`config.mk`:
```
export PLATFORM = sky130hd
export DESIGN_NAME = pci_master_options_control
export DESIGN_NICKNAME = d
export VERILOG_FILES = /design/src/hdl/pmo_pkg.sv /design/src/hdl/pci_master_options_control.sv /design/src/hdl/pmo_fifo.sv
export VERILOG_INCLUDE_DIRS = /design/src /design/src/hdl
export SDC_FILE = /design/constraint.sdc
export NUM_CORES = 2
export LEC_CHECK = 0
export BUFFER_PORTS_ARGS = -buffer_cell sky130_fd_sc_hd__buf_4
export CORE_MARGIN = 3
export CORE_UTILIZATION = 30
export DETAILED_ROUTE_END_ITERATION = 7
export PLACE_DENSITY = 0.41
export SYNTH_ARGS = -nofsm -noshare
export SYNTH_HDL_FRONTEND = slang
export SYNTH_HIERARCHICAL = 1
export SYNTH_SLANG_ARGS = --single-unit
```
`constraint.sdc`:
```
create_clock -name core_clk -period 7.75 [get_ports core_clk]
set_input_delay 0.3875 -clock core_clk [delete_from_list [all_inputs] [get_ports core_clk]]
set_output_delay 0.3875 -clock core_clk [all_outputs]
set_load 0.02 [all_outputs]
```
`src/hdl/pmo_cfg.svh`:
```
`ifndef PMO_CFG_SVH
`define PMO_CFG_SVH
// register byte addresses
`define PMO_OPTS_OFS 8'h8C
`define PMO_STAT_OFS 8'hA0
// option register reset value and writable bits
`define PMO_OPTS_RST 32'h0000_0000
`define PMO_OPTS_WMASK 32'hEB00_FFF7
// option register fields
`define PMO_F_NO_DEVTO 31
`define PMO_F_NO_TABORT 30
`define PMO_F_NO_PERR 29
`define PMO_F_NO_PARITY 27
`define PMO_F_RDCMD 25:24
`define PMO_F_PRIO 15:8
`define PMO_F_HURRY_VS 7
`define PMO_F_HURRY_RQ 6
`define PMO_F_HURRY_PR 5
`define PMO_F_RD_ALL_BE 4
`define PMO_F_FOUR_NARROW 2
`define PMO_F_SWAP 1
`define PMO_F_NARROW 0
// status register fields
`define PMO_S_GNT 3:0
`define PMO_S_OWNER 5:4
`define PMO_S_BUSY 6
`define PMO_S_HURRY 7
`define PMO_S_CMD 11:8
`define PMO_S_FULL 12
`define PMO_S_EMPTY 13
// pci bus commands
`define PMO_CMD_MR 4'h6
`define PMO_CMD_MW 4'h7
`define PMO_CMD_MRM 4'hC
`define PMO_CMD_MRL 4'hE
`define PMO_FOUR_BYTES 16'h0004
`endif

```
`src/hdl/pmo_pkg.sv`:
```
package pmo_pkg;
    typedef enum logic [1:0] {
        RDSEL_AUTO, RDSEL_MRM, RDSEL_MRL, RDSEL_MR
    } rd_sel_t;
    typedef enum logic {ARB_IDLE, ARB_BUSY} arb_state_t;
    typedef struct packed {
        logic [7:0] addr;
        logic [31:0] wdata;
        logic wr;
        logic rd;
    } reg_req_t;
    typedef struct packed {
        logic rd;
        logic [15:0] count;
        logic [7:0] be;
    } dma_req_t;
    typedef struct packed {
        logic [3:0] cmd;
        logic [7:0] be;
        logic req64;
        logic swap;
    } xfer_t;
endpackage : pmo_pkg

```
`src/hdl/pci_master_options_control.sv`:
```
// Functional notes
// - read command 0: pick read command from cache line size and count
// - read command 1/2/3 force multiple, line, plain memory read
// - all-zero priority field gives round robin, else priority arbitration
// - bits 15-14 general dma level, 13-12 core requester level
// - bits 11-10 receive queue level, 9-8 interrupt status level
// - bit 7: hurry general dma while vector status waits
// - bit 6: hurry general dma while receive queue waits
// - bit 5: hurry general dma while core requester waits
// - bit 4: all byte enables active on every read
// - bit 3 has no effect
// - bit 2: a four-byte dma goes as a 32-bit transfer
// - bit 1: swap the two words on narrow-only transfers
// - bit 0: never request 64-bit, all transfers 32-bit
// - bit 31: device timeout does not stop general dma
// - bits 30, 29, 27 mask target abort, perr, parity stops
// - option register resets to all zeros
//
// Our own choices: the plain strobed port and the register offsets.
`include "pmo_cfg.svh"
`timescale 1ns/10ps
`default_nettype none
module pci_master_options_control #(
    parameter int FIFO_W = 64,
    parameter int FIFO_D = 32
) (
    input wire logic core_clk,
    input wire logic rst,
    input wire pmo_pkg::reg_req_t regs,
    output logic [31:0] rdata,
    // 0 general dma, 1 core, 2 receive queue, 3 interrupt status
    input wire logic [3:0] req,
    output logic [3:0] gnt,
    input wire logic vector_status_wait,
    output logic hurry_up,
    input wire logic [7:0] cache_line,
    input wire logic dma_start,
    input wire pmo_pkg::dma_req_t dma,
    output logic xfer_valid,
    output pmo_pkg::xfer_t xfer,
    input wire logic err_devto,
    input wire logic err_tabort,
    input wire logic err_perr,
    input wire logic err_parity,
    output logic dma_stop,
    input wire logic in_valid,
    output logic in_ready,
    input wire logic [FIFO_W-1:0] in_data,
    output logic out_valid,
    input wire logic out_ready,
    output logic [FIFO_W-1:0] out_data
);
    logic [31:0] opts_r;
    logic [31:0] rdata_r;
    logic [3:0] gnt_r;
    logic [1:0] owner_r;
    logic [1:0] last_r;
    pmo_pkg::arb_state_t st_r;
    logic [1:0] pick;
    logic pick_v;
    logic [1:0] best;
    logic [1:0] lvl [4];
    logic rr;
    logic hurry_nxt;
    logic hurry_r;
    pmo_pkg::xfer_t xfer_nxt;
    pmo_pkg::xfer_t xfer_r;
    logic xfer_v_r;
    logic stop_nxt;
    logic stop_r;
    logic swap_on;
    logic [FIFO_W-1:0] push_data;
    logic [16:0] line_b;
    logic [3:0] last_cmd_r;

    //--------------------------------------------------
    // register port
    //--------------------------------------------------
    always_ff @(posedge core_clk) begin
        if (rst) begin
            opts_r <= `PMO_OPTS_RST;
        end else if (regs.wr && regs.addr == `PMO_OPTS_OFS) begin
            opts_r <= regs.wdata & `PMO_OPTS_WMASK;
        end
    end

    always_ff @(posedge core_clk) begin
        if (rst) begin
            rdata_r <= 32'h0000_0000;
        end else if (regs.rd && regs.addr == `PMO_OPTS_OFS) begin
            rdata_r <= opts_r;
        end else if (regs.rd && regs.addr == `PMO_STAT_OFS) begin
            rdata_r <= 32'h0000_0000;
            rdata_r[`PMO_S_GNT] <= gnt_r;
            rdata_r[`PMO_S_OWNER] <= owner_r;
            rdata_r[`PMO_S_BUSY] <= (st_r == pmo_pkg::ARB_BUSY);
            rdata_r[`PMO_S_HURRY] <= hurry_r;
            rdata_r[`PMO_S_CMD] <= last_cmd_r;
            rdata_r[`PMO_S_FULL] <= !in_ready;
            rdata_r[`PMO_S_EMPTY] <= !out_valid;
        end else begin
            // unmapped reads and idle cycles return zero
            rdata_r <= 32'h0000_0000;
        end
    end
    assign rdata = rdata_r;

    //--------------------------------------------------
    // arbiter
    //--------------------------------------------------
    assign rr = (opts_r[`PMO_F_PRIO] == 8'h00);
    assign lvl[0] = opts_r[15:14];
    assign lvl[1] = opts_r[13:12];
    assign lvl[2] = opts_r[11:10];
    assign lvl[3] = opts_r[9:8];

    // equal levels (bad programming) fall back to lowest index
    always_comb begin
        logic [1:0] idx;
        idx = 2'h0;
        pick_v = 1'b0;
        pick = 2'h0;
        best = 2'h0;
        for (int i = 0; i < 4; i++) begin
            idx = rr ? 2'(last_r + 2'(i) + 2'h1) : 2'(i);
            if (req[idx] && (!pick_v || (!rr && lvl[idx] > best))) begin
                pick_v = 1'b1;
                pick = idx;
                best = lvl[idx];
            end
        end
    end

    // owner keeps the bus until it drops its request
    always_ff @(posedge core_clk) begin
        if (rst) begin
            st_r <= pmo_pkg::ARB_IDLE;
            gnt_r <= 4'h0;
            owner_r <= 2'h0;
            last_r <= 2'h3;
        end else begin
            case (st_r)
                pmo_pkg::ARB_IDLE: begin
                    if (pick_v) begin
                        st_r <= pmo_pkg::ARB_BUSY;
                        gnt_r <= 4'(4'h1 << pick);
                        owner_r <= pick;
                    end
                end
                pmo_pkg::ARB_BUSY: begin
                    if (!req[owner_r]) begin
                        st_r <= pmo_pkg::ARB_IDLE;
                        gnt_r <= 4'h0;
                        last_r <= owner_r;
                    end
                end
                default: begin
                    st_r <= pmo_pkg::ARB_IDLE;
                    gnt_r <= 4'h0;
                end
            endcase
        end
    end
    assign gnt = gnt_r;

    //--------------------------------------------------
    // hurry-up hint
    //--------------------------------------------------
    assign hurry_nxt =
        (opts_r[`PMO_F_HURRY_VS] && vector_status_wait) ||
        (opts_r[`PMO_F_HURRY_RQ] && req[2] && !gnt_r[2]) ||
        (opts_r[`PMO_F_HURRY_PR] && req[1] && !gnt_r[1]);

    always_ff @(posedge core_clk) begin
        if (rst) begin
            hurry_r <= 1'b0;
        end else begin
            hurry_r <= hurry_nxt;
        end
    end
    assign hurry_up = hurry_r;

    //--------------------------------------------------
    // transfer attributes
    //--------------------------------------------------
    assign line_b = {7'h00, cache_line, 2'b00};

    always_comb begin
        xfer_nxt = '0;
        xfer_nxt.be = dma.be;
        if (!dma.rd) begin
            xfer_nxt.cmd = `PMO_CMD_MW;
        end else begin
            case (pmo_pkg::rd_sel_t'(opts_r[`PMO_F_RDCMD]))
                pmo_pkg::RDSEL_MRM: xfer_nxt.cmd = `PMO_CMD_MRM;
                pmo_pkg::RDSEL_MRL: xfer_nxt.cmd = `PMO_CMD_MRL;
                pmo_pkg::RDSEL_MR: xfer_nxt.cmd = `PMO_CMD_MR;
                default: begin
                    // unknown line size gives the safe plain read
                    if (cache_line == 8'h00) begin
                        xfer_nxt.cmd = `PMO_CMD_MR;
                    end else if ({1'b0, dma.count} >= 17'(line_b << 1)) begin
                        xfer_nxt.cmd = `PMO_CMD_MRM;
                    end else if ({1'b0, dma.count} >= line_b) begin
                        xfer_nxt.cmd = `PMO_CMD_MRL;
                    end else begin
                        xfer_nxt.cmd = `PMO_CMD_MR;
                    end
                end
            endcase
            if (opts_r[`PMO_F_RD_ALL_BE]) begin
                xfer_nxt.be = 8'hFF;
            end
        end
        xfer_nxt.req64 = !opts_r[`PMO_F_NARROW] &&
            !(opts_r[`PMO_F_FOUR_NARROW] &&
              dma.count == `PMO_FOUR_BYTES);
        xfer_nxt.swap = swap_on;
    end

    always_ff @(posedge core_clk) begin
        if (rst) begin
            xfer_r <= '0;
            xfer_v_r <= 1'b0;
            last_cmd_r <= 4'h0;
        end else begin
            xfer_v_r <= dma_start;
            if (dma_start) begin
                xfer_r <= xfer_nxt;
                last_cmd_r <= xfer_nxt.cmd;
            end
        end
    end
    assign xfer = xfer_r;
    assign xfer_valid = xfer_v_r;

    //--------------------------------------------------
    // error stop filter
    //--------------------------------------------------
    assign stop_nxt = (err_devto && !opts_r[`PMO_F_NO_DEVTO]) ||
        (err_tabort && !opts_r[`PMO_F_NO_TABORT]) ||
        (err_perr && !opts_r[`PMO_F_NO_PERR]) ||
        (err_parity && !opts_r[`PMO_F_NO_PARITY]);

    always_ff @(posedge core_clk) begin
        if (rst) begin
            stop_r <= 1'b0;
        end else begin
            stop_r <= stop_nxt;
        end
    end
    assign dma_stop = stop_r;

    //--------------------------------------------------
    // data buffer
    //--------------------------------------------------
    assign swap_on = opts_r[`PMO_F_NARROW] && opts_r[`PMO_F_SWAP];
    assign push_data = swap_on ?
        {in_data[FIFO_W/2-1:0], in_data[FIFO_W-1:FIFO_W/2]} : in_data;

    pmo_fifo #(
        .W(FIFO_W),
        .D(FIFO_D)
    ) u_fifo (
        .core_clk(core_clk),
        .rst(rst),
        .in_valid(in_valid),
        .in_ready(in_ready),
        .in_data(push_data),
        .out_valid(out_valid),
        .out_ready(out_ready),
        .out_data(out_data)
    );

    logic [1:0] rr_next;
    assign rr_next = 2'(last_r + 2'h1);
endmodule : pci_master_options_control
`default_nettype wire

```
`src/hdl/pmo_fifo.sv`:
```
`timescale 1ns/10ps
`default_nettype none
module pmo_fifo #(
    parameter int W = 64,
    parameter int D = 32
) (
    input wire logic core_clk,
    input wire logic rst,
    input wire logic in_valid,
    output logic in_ready,
    input wire logic [W-1:0] in_data,
    output logic out_valid,
    input wire logic out_ready,
    output logic [W-1:0] out_data
);
    localparam int AW = $clog2(D);
    logic [W-1:0] mem [D];
    logic [AW-1:0] wp_r;
    logic [AW-1:0] rp_r;
    logic [AW:0] cnt_r;
    logic push;
    logic pop;

    assign in_ready = (cnt_r != (AW+1)'(D));
    assign out_valid = (cnt_r != '0);
    assign out_data = mem[rp_r];
    assign push = in_valid && in_ready;
    assign pop = out_valid && out_ready;

    always_ff @(posedge core_clk) begin
        if (push) begin
            mem[wp_r] <= in_data;
        end
    end

    always_ff @(posedge core_clk) begin
        if (rst) begin
            wp_r <= '0;
            rp_r <= '0;
            cnt_r <= '0;
        end else begin
            if (push) begin
                wp_r <= (wp_r == AW'(D-1)) ? '0 : wp_r + 1'b1;
            end
            if (pop) begin
                rp_r <= (rp_r == AW'(D-1)) ? '0 : rp_r + 1'b1;
            end
            if (push && !pop) begin
                cnt_r <= cnt_r + 1'b1;
            end else if (pop && !push) begin
                cnt_r <= cnt_r - 1'b1;
            end
        end
    end
endmodule : pmo_fifo
`default_nettype wire

```
==> flow_metrics.py <==
metrics = {
    "run_status": {
        "outcome": "completed",
    },
    "detailed_routing": {
        "drc": 0,
        "vias": 42777,
        "vias_per_cell": 5.02,
        "drt-pass1-iter-count": 5,
        "routedWlPerCell_um": 29.3,
        "antenna_left": 0,
        "drt_iter0_drc": 3456,
        "finalWirelength_um": 250000,
    },
    "placed_design": {
        "placed_cell_area_sq_um": 89800,
        "routabilityCongestion": 0.723,
        "post-dp-hpwl_um": 132000,
        "dpl_worst_slack_ps": 1620,
        "numPortBuffers": 250,
    },
    "sta": {
        "rsz0062_at_grt": "false",
        "period_share_pct": 79.2,
        "clock-skew-final_ps": 44.7,
        "hold_ws_ps": 95.5,
        "slew_viol_final": 0,
        "setup_viol": 0,
        "final_hold_viol_count": 0,
        "worst_slack_ps": 1610,
        "fin_crit_ps": 6140,
        "tns_ps": 0,
        "relSlewSlack_pct": 17.9,
        "tightest_slew_ps": 1230,
        "fmax_mhz": 163,
    },
    "yosys": {
        "ys_seq_area_share_pct": 75.9,
        "synth_flop_cell": "edfxtp_1",
        "syn_area_per_cell_sq_um": 19.6,
        "synth_cells": 4254,
        "syn_area_sq_um": 83400,
        "yosys_warnings": 6,
        "synth-edff-count": 2048,
        "synth_cell_type_count": 85,
        "synth-seq-cells": 2138,
        "async_flop_share_pct": 0,
    },
    "cells_and_area": {
        "drive_above_1_share_pct": 22.4,
        "num-fill-cells": 25734,
        "layout_common_cells": "edfxtp_1, mux2i_1, a22oi_1, buf_4, mux4_2",
        "design_area_sq_um": 97400,
        "layout_commonest_cell": "edfxtp_1",
        "layout.nets": 4841,
        "synthToLayoutAreaGrowth_pct": 16.8,
        "multi_input_area_sq_um": 18900,
        "regArea_sq_um": 63300,
    },
    "worst_setup_path": {
        "r2r-start": "opts_r[8]",
        "crit_path_start_kind": "flip-flop",
        "startpoint": "opts_r[8]",
        "path_class": "reg2reg",
        "cp.depth": 25,
        "cp_max_fo": 10,
        "cp-endpoint": "gnt[2]",
        "cpPeakStageDelay_ps": 740,
        "reg2reg_slack_ps": 1610,
        "worstPathRequired_ps": 8500,
        "cp_top_family": "compound AO/OA/AOI/OAI gates",
        "reg2reg_to": "gnt[2]",
        "rr_worst_depth": 25,
        "end_kind": "flip-flop",
        "cp.arrival_ps": 6890,
        "critPathMostFrequentCell": "o21ai_0",
        "critPathBufInv": 0,
        "cp_slowest_cell": "or4_1",
    },
    "cts": {
        "post_cts_buffers": 0,
        "clockBufferDepth": 4,
        "cts_resized": 0,
        "cts_root_buf": "clkbuf_16",
        "cts_tree": "yes",
        "h-tree-depth": 4,
        "numCtsBuffers": 236,
        "clk-insertion-delay-late_ps": 900,
        "clock_sinks": 2138,
        "clk_pin_slew_worst_paths_ps": 60,
        "holdBufCountCts": 54,
    },
    "floorplanning": {
        "io_pins": 272,
        "dieArea_sq_um": 284000,
        "die_h_um": 533,
        "initial_utilization_pct": 30.3,
        "core-area_sq_um": 275000,
        "fp.dieW_um": 533,
        "row_count": 192,
    },
    "power": {
        "vdd_drop_max_mv": 0.202,
        "power_density_nw_per_um2": 279,
        "power_leakage_nw": 29.6,
        "power_mw": 27.1,
    },
    "grt": {
        "grt_max_degree": 123,
        "antenna_found_initial": 10,
        "grt_use_total_pct": 17.2,
        "grt_pass1_vias": 44074,
        "overflow": 0,
        "grt_first_pass_wirelength_um": 349000,
    },
    "hold_path": {
        "hold_path.class": "in2reg",
    },
    "run": {
        "drv_cap": 0,
    },
}
[sequential cells by signal (all words and copies together), names as in the netlist, named ones only]
signal,cells
dma_stop,1
gnt,4
hurry_up,1
last_cmd_r,4
last_r,2
opts_r,21
owner_r,2
rdata,22
st_r,1
u_fifo/cnt_r,6
u_fifo/mem,2048
u_fifo/rp_r,5
u_fifo/wp_r,5
xfer,10
xfer_valid,1
[kinds of logic after synthesis]
group / share of synthesized area, %
xor+xnor: 0.0210
fa+ha+maj: 0.594
other cells: 0.00450
compound gates: 4.66
simple gates: 2.82
buf+inv: 1.79
mux: 14.2
flops: 75.9
[cell type report]
| cell class | instances | share of cell area, % |
|---|---|---|
| Antenna cell | 3 | 0.00771 |
| Clock buffer | 304 | 6.37 |
| Clock inverter | 114 | 0.903 |
| Inverter | 36 | 0.144 |
| Multi-Input combinational cell | 1832 | 19.4 |
| Sequential cell | 2138 | 65.0 |
| Tap cell | 3686 | 4.73 |
| Timing Repair Buffer | 405 | 3.40 |
[synth_stat cells (4+ instances only)]
| library cell | number | area (sq um) |
|---|---|---|
| edfxtp_1 | 2048 | 61500 |
| mux2i_1 | 453 | 4530 |
| a22oi_1 | 340 | 2550 |
| mux4_2 | 291 | 6550 |
| nand3_1 | 121 | 606 |
| clkbuf_1 | 99 | 372 |
| buf_2 | 97 | 485 |
| dfxtp_1 | 90 | 1800 |
| nor2_1 | 83 | 312 |
| nand2_1 | 78 | 293 |
| mux2_2 | 65 | 732 |
| a21oi_1 | 47 | 235 |
| nand4_1 | 47 | 294 |
| ha_1 | 38 | 475 |
| inv_1 | 35 | 131 |
| buf_4 | 33 | 248 |
| a22o_1 | 32 | 280 |
| a31oi_1 | 21 | 131 |
| o21ai_0 | 20 | 100 |
| buf_6 | 19 | 214 |
| and2_1 | 18 | 113 |
| nor2b_1 | 14 | 87.6 |
| nand3b_1 | 11 | 82.6 |
| nor4_1 | 11 | 68.8 |
| a211oi_1 | 10 | 75.1 |
| buf_1 | 9 | 33.8 |
| nor3_1 | 9 | 45.0 |
| a32oi_1 | 7 | 61.3 |
| and3_1 | 6 | 37.5 |
| a21o_1 | 5 | 37.5 |
| nand2b_1 | 5 | 31.3 |
| o21a_1 | 5 | 37.5 |
| or4_1 | 5 | 37.5 |
| and3b_1 | 4 | 35.0 |
| nand2_4 | 4 | 45.0 |
[per-stage QoR]
stage / utilization (%) / instances
2_1_floorplan: - / 4263
6_report: 35.4 / 8518
4_1_cts: 35.4 / 8515
5_1_grt: 35.4 / 8516
3_3_place_gp: 32.6 / 8043
3_5_place_dp: 32.6 / 8043
[worst register-to-register path, stage by stage (launching register included)]
cell,delay [ps]
dfxtp_1,360
or4_1,740
nor2_8,230
a32oi_1,160
o21bai_1,200
ha_1,300
nor2b_1,130
o21ai_0,270
o211ai_1,160
nand3_2,160
mux2i_1,290
ha_1,290
nor2b_1,130
o21ai_0,360
nor2_1,120
o21bai_1,250
nor2_1,70
a21o_1,160
ha_1,280
nor2b_1,130
o21ai_0,290
o21ai_0,120
a222oi_1,220
o32ai_1,200
and3_1,200
a22o_1,230
[routing by layer]
| metal | up-vias | share of wire (%) | wire, um | global-route usage [%] |
|---|---|---|---|---|
| met2 | 933 | 49 | 123000 | 28.9 |
| met1 | 23178 | 45 | 112000 | 23.6 |
| met4 | 0 | 2.1 | 5250 | 3.77 |
| met3 | 288 | 3.8 | 9480 | 2.27 |
| met5 | - | 0 | 0 | 0 |
| li1 | 18378 | - | - | - |
[worst min path at each step]
stage               start         end  slack (ps)  depth (start not counted)
2_1_floorplan   opts_r[2]    rdata[2]         440                          2
3_3_place_gp   opts_r[29]  opts_r[29]         460                          2
3_5_place_dp   opts_r[29]  opts_r[29]         460                          2
4_1_cts            req[3]        st_r          10                          4
5_1_grt            req[3]        st_r          60                          4
6_report           req[3]        st_r         100                          4
[report_power, final]
| part | internal [mW] | total (mW) | switching (mW) |
|---|---|---|---|
| combinational | 1.47 | 3.70 | 2.23 |
| clock | 5.96 | 10.5 | 4.53 |
| sequential | 12.8 | 12.9 | 0.121 |
| total | 20.3 | 27.1 | 6.89 |
No activity file was read; power rests on OpenSTA's default activity.
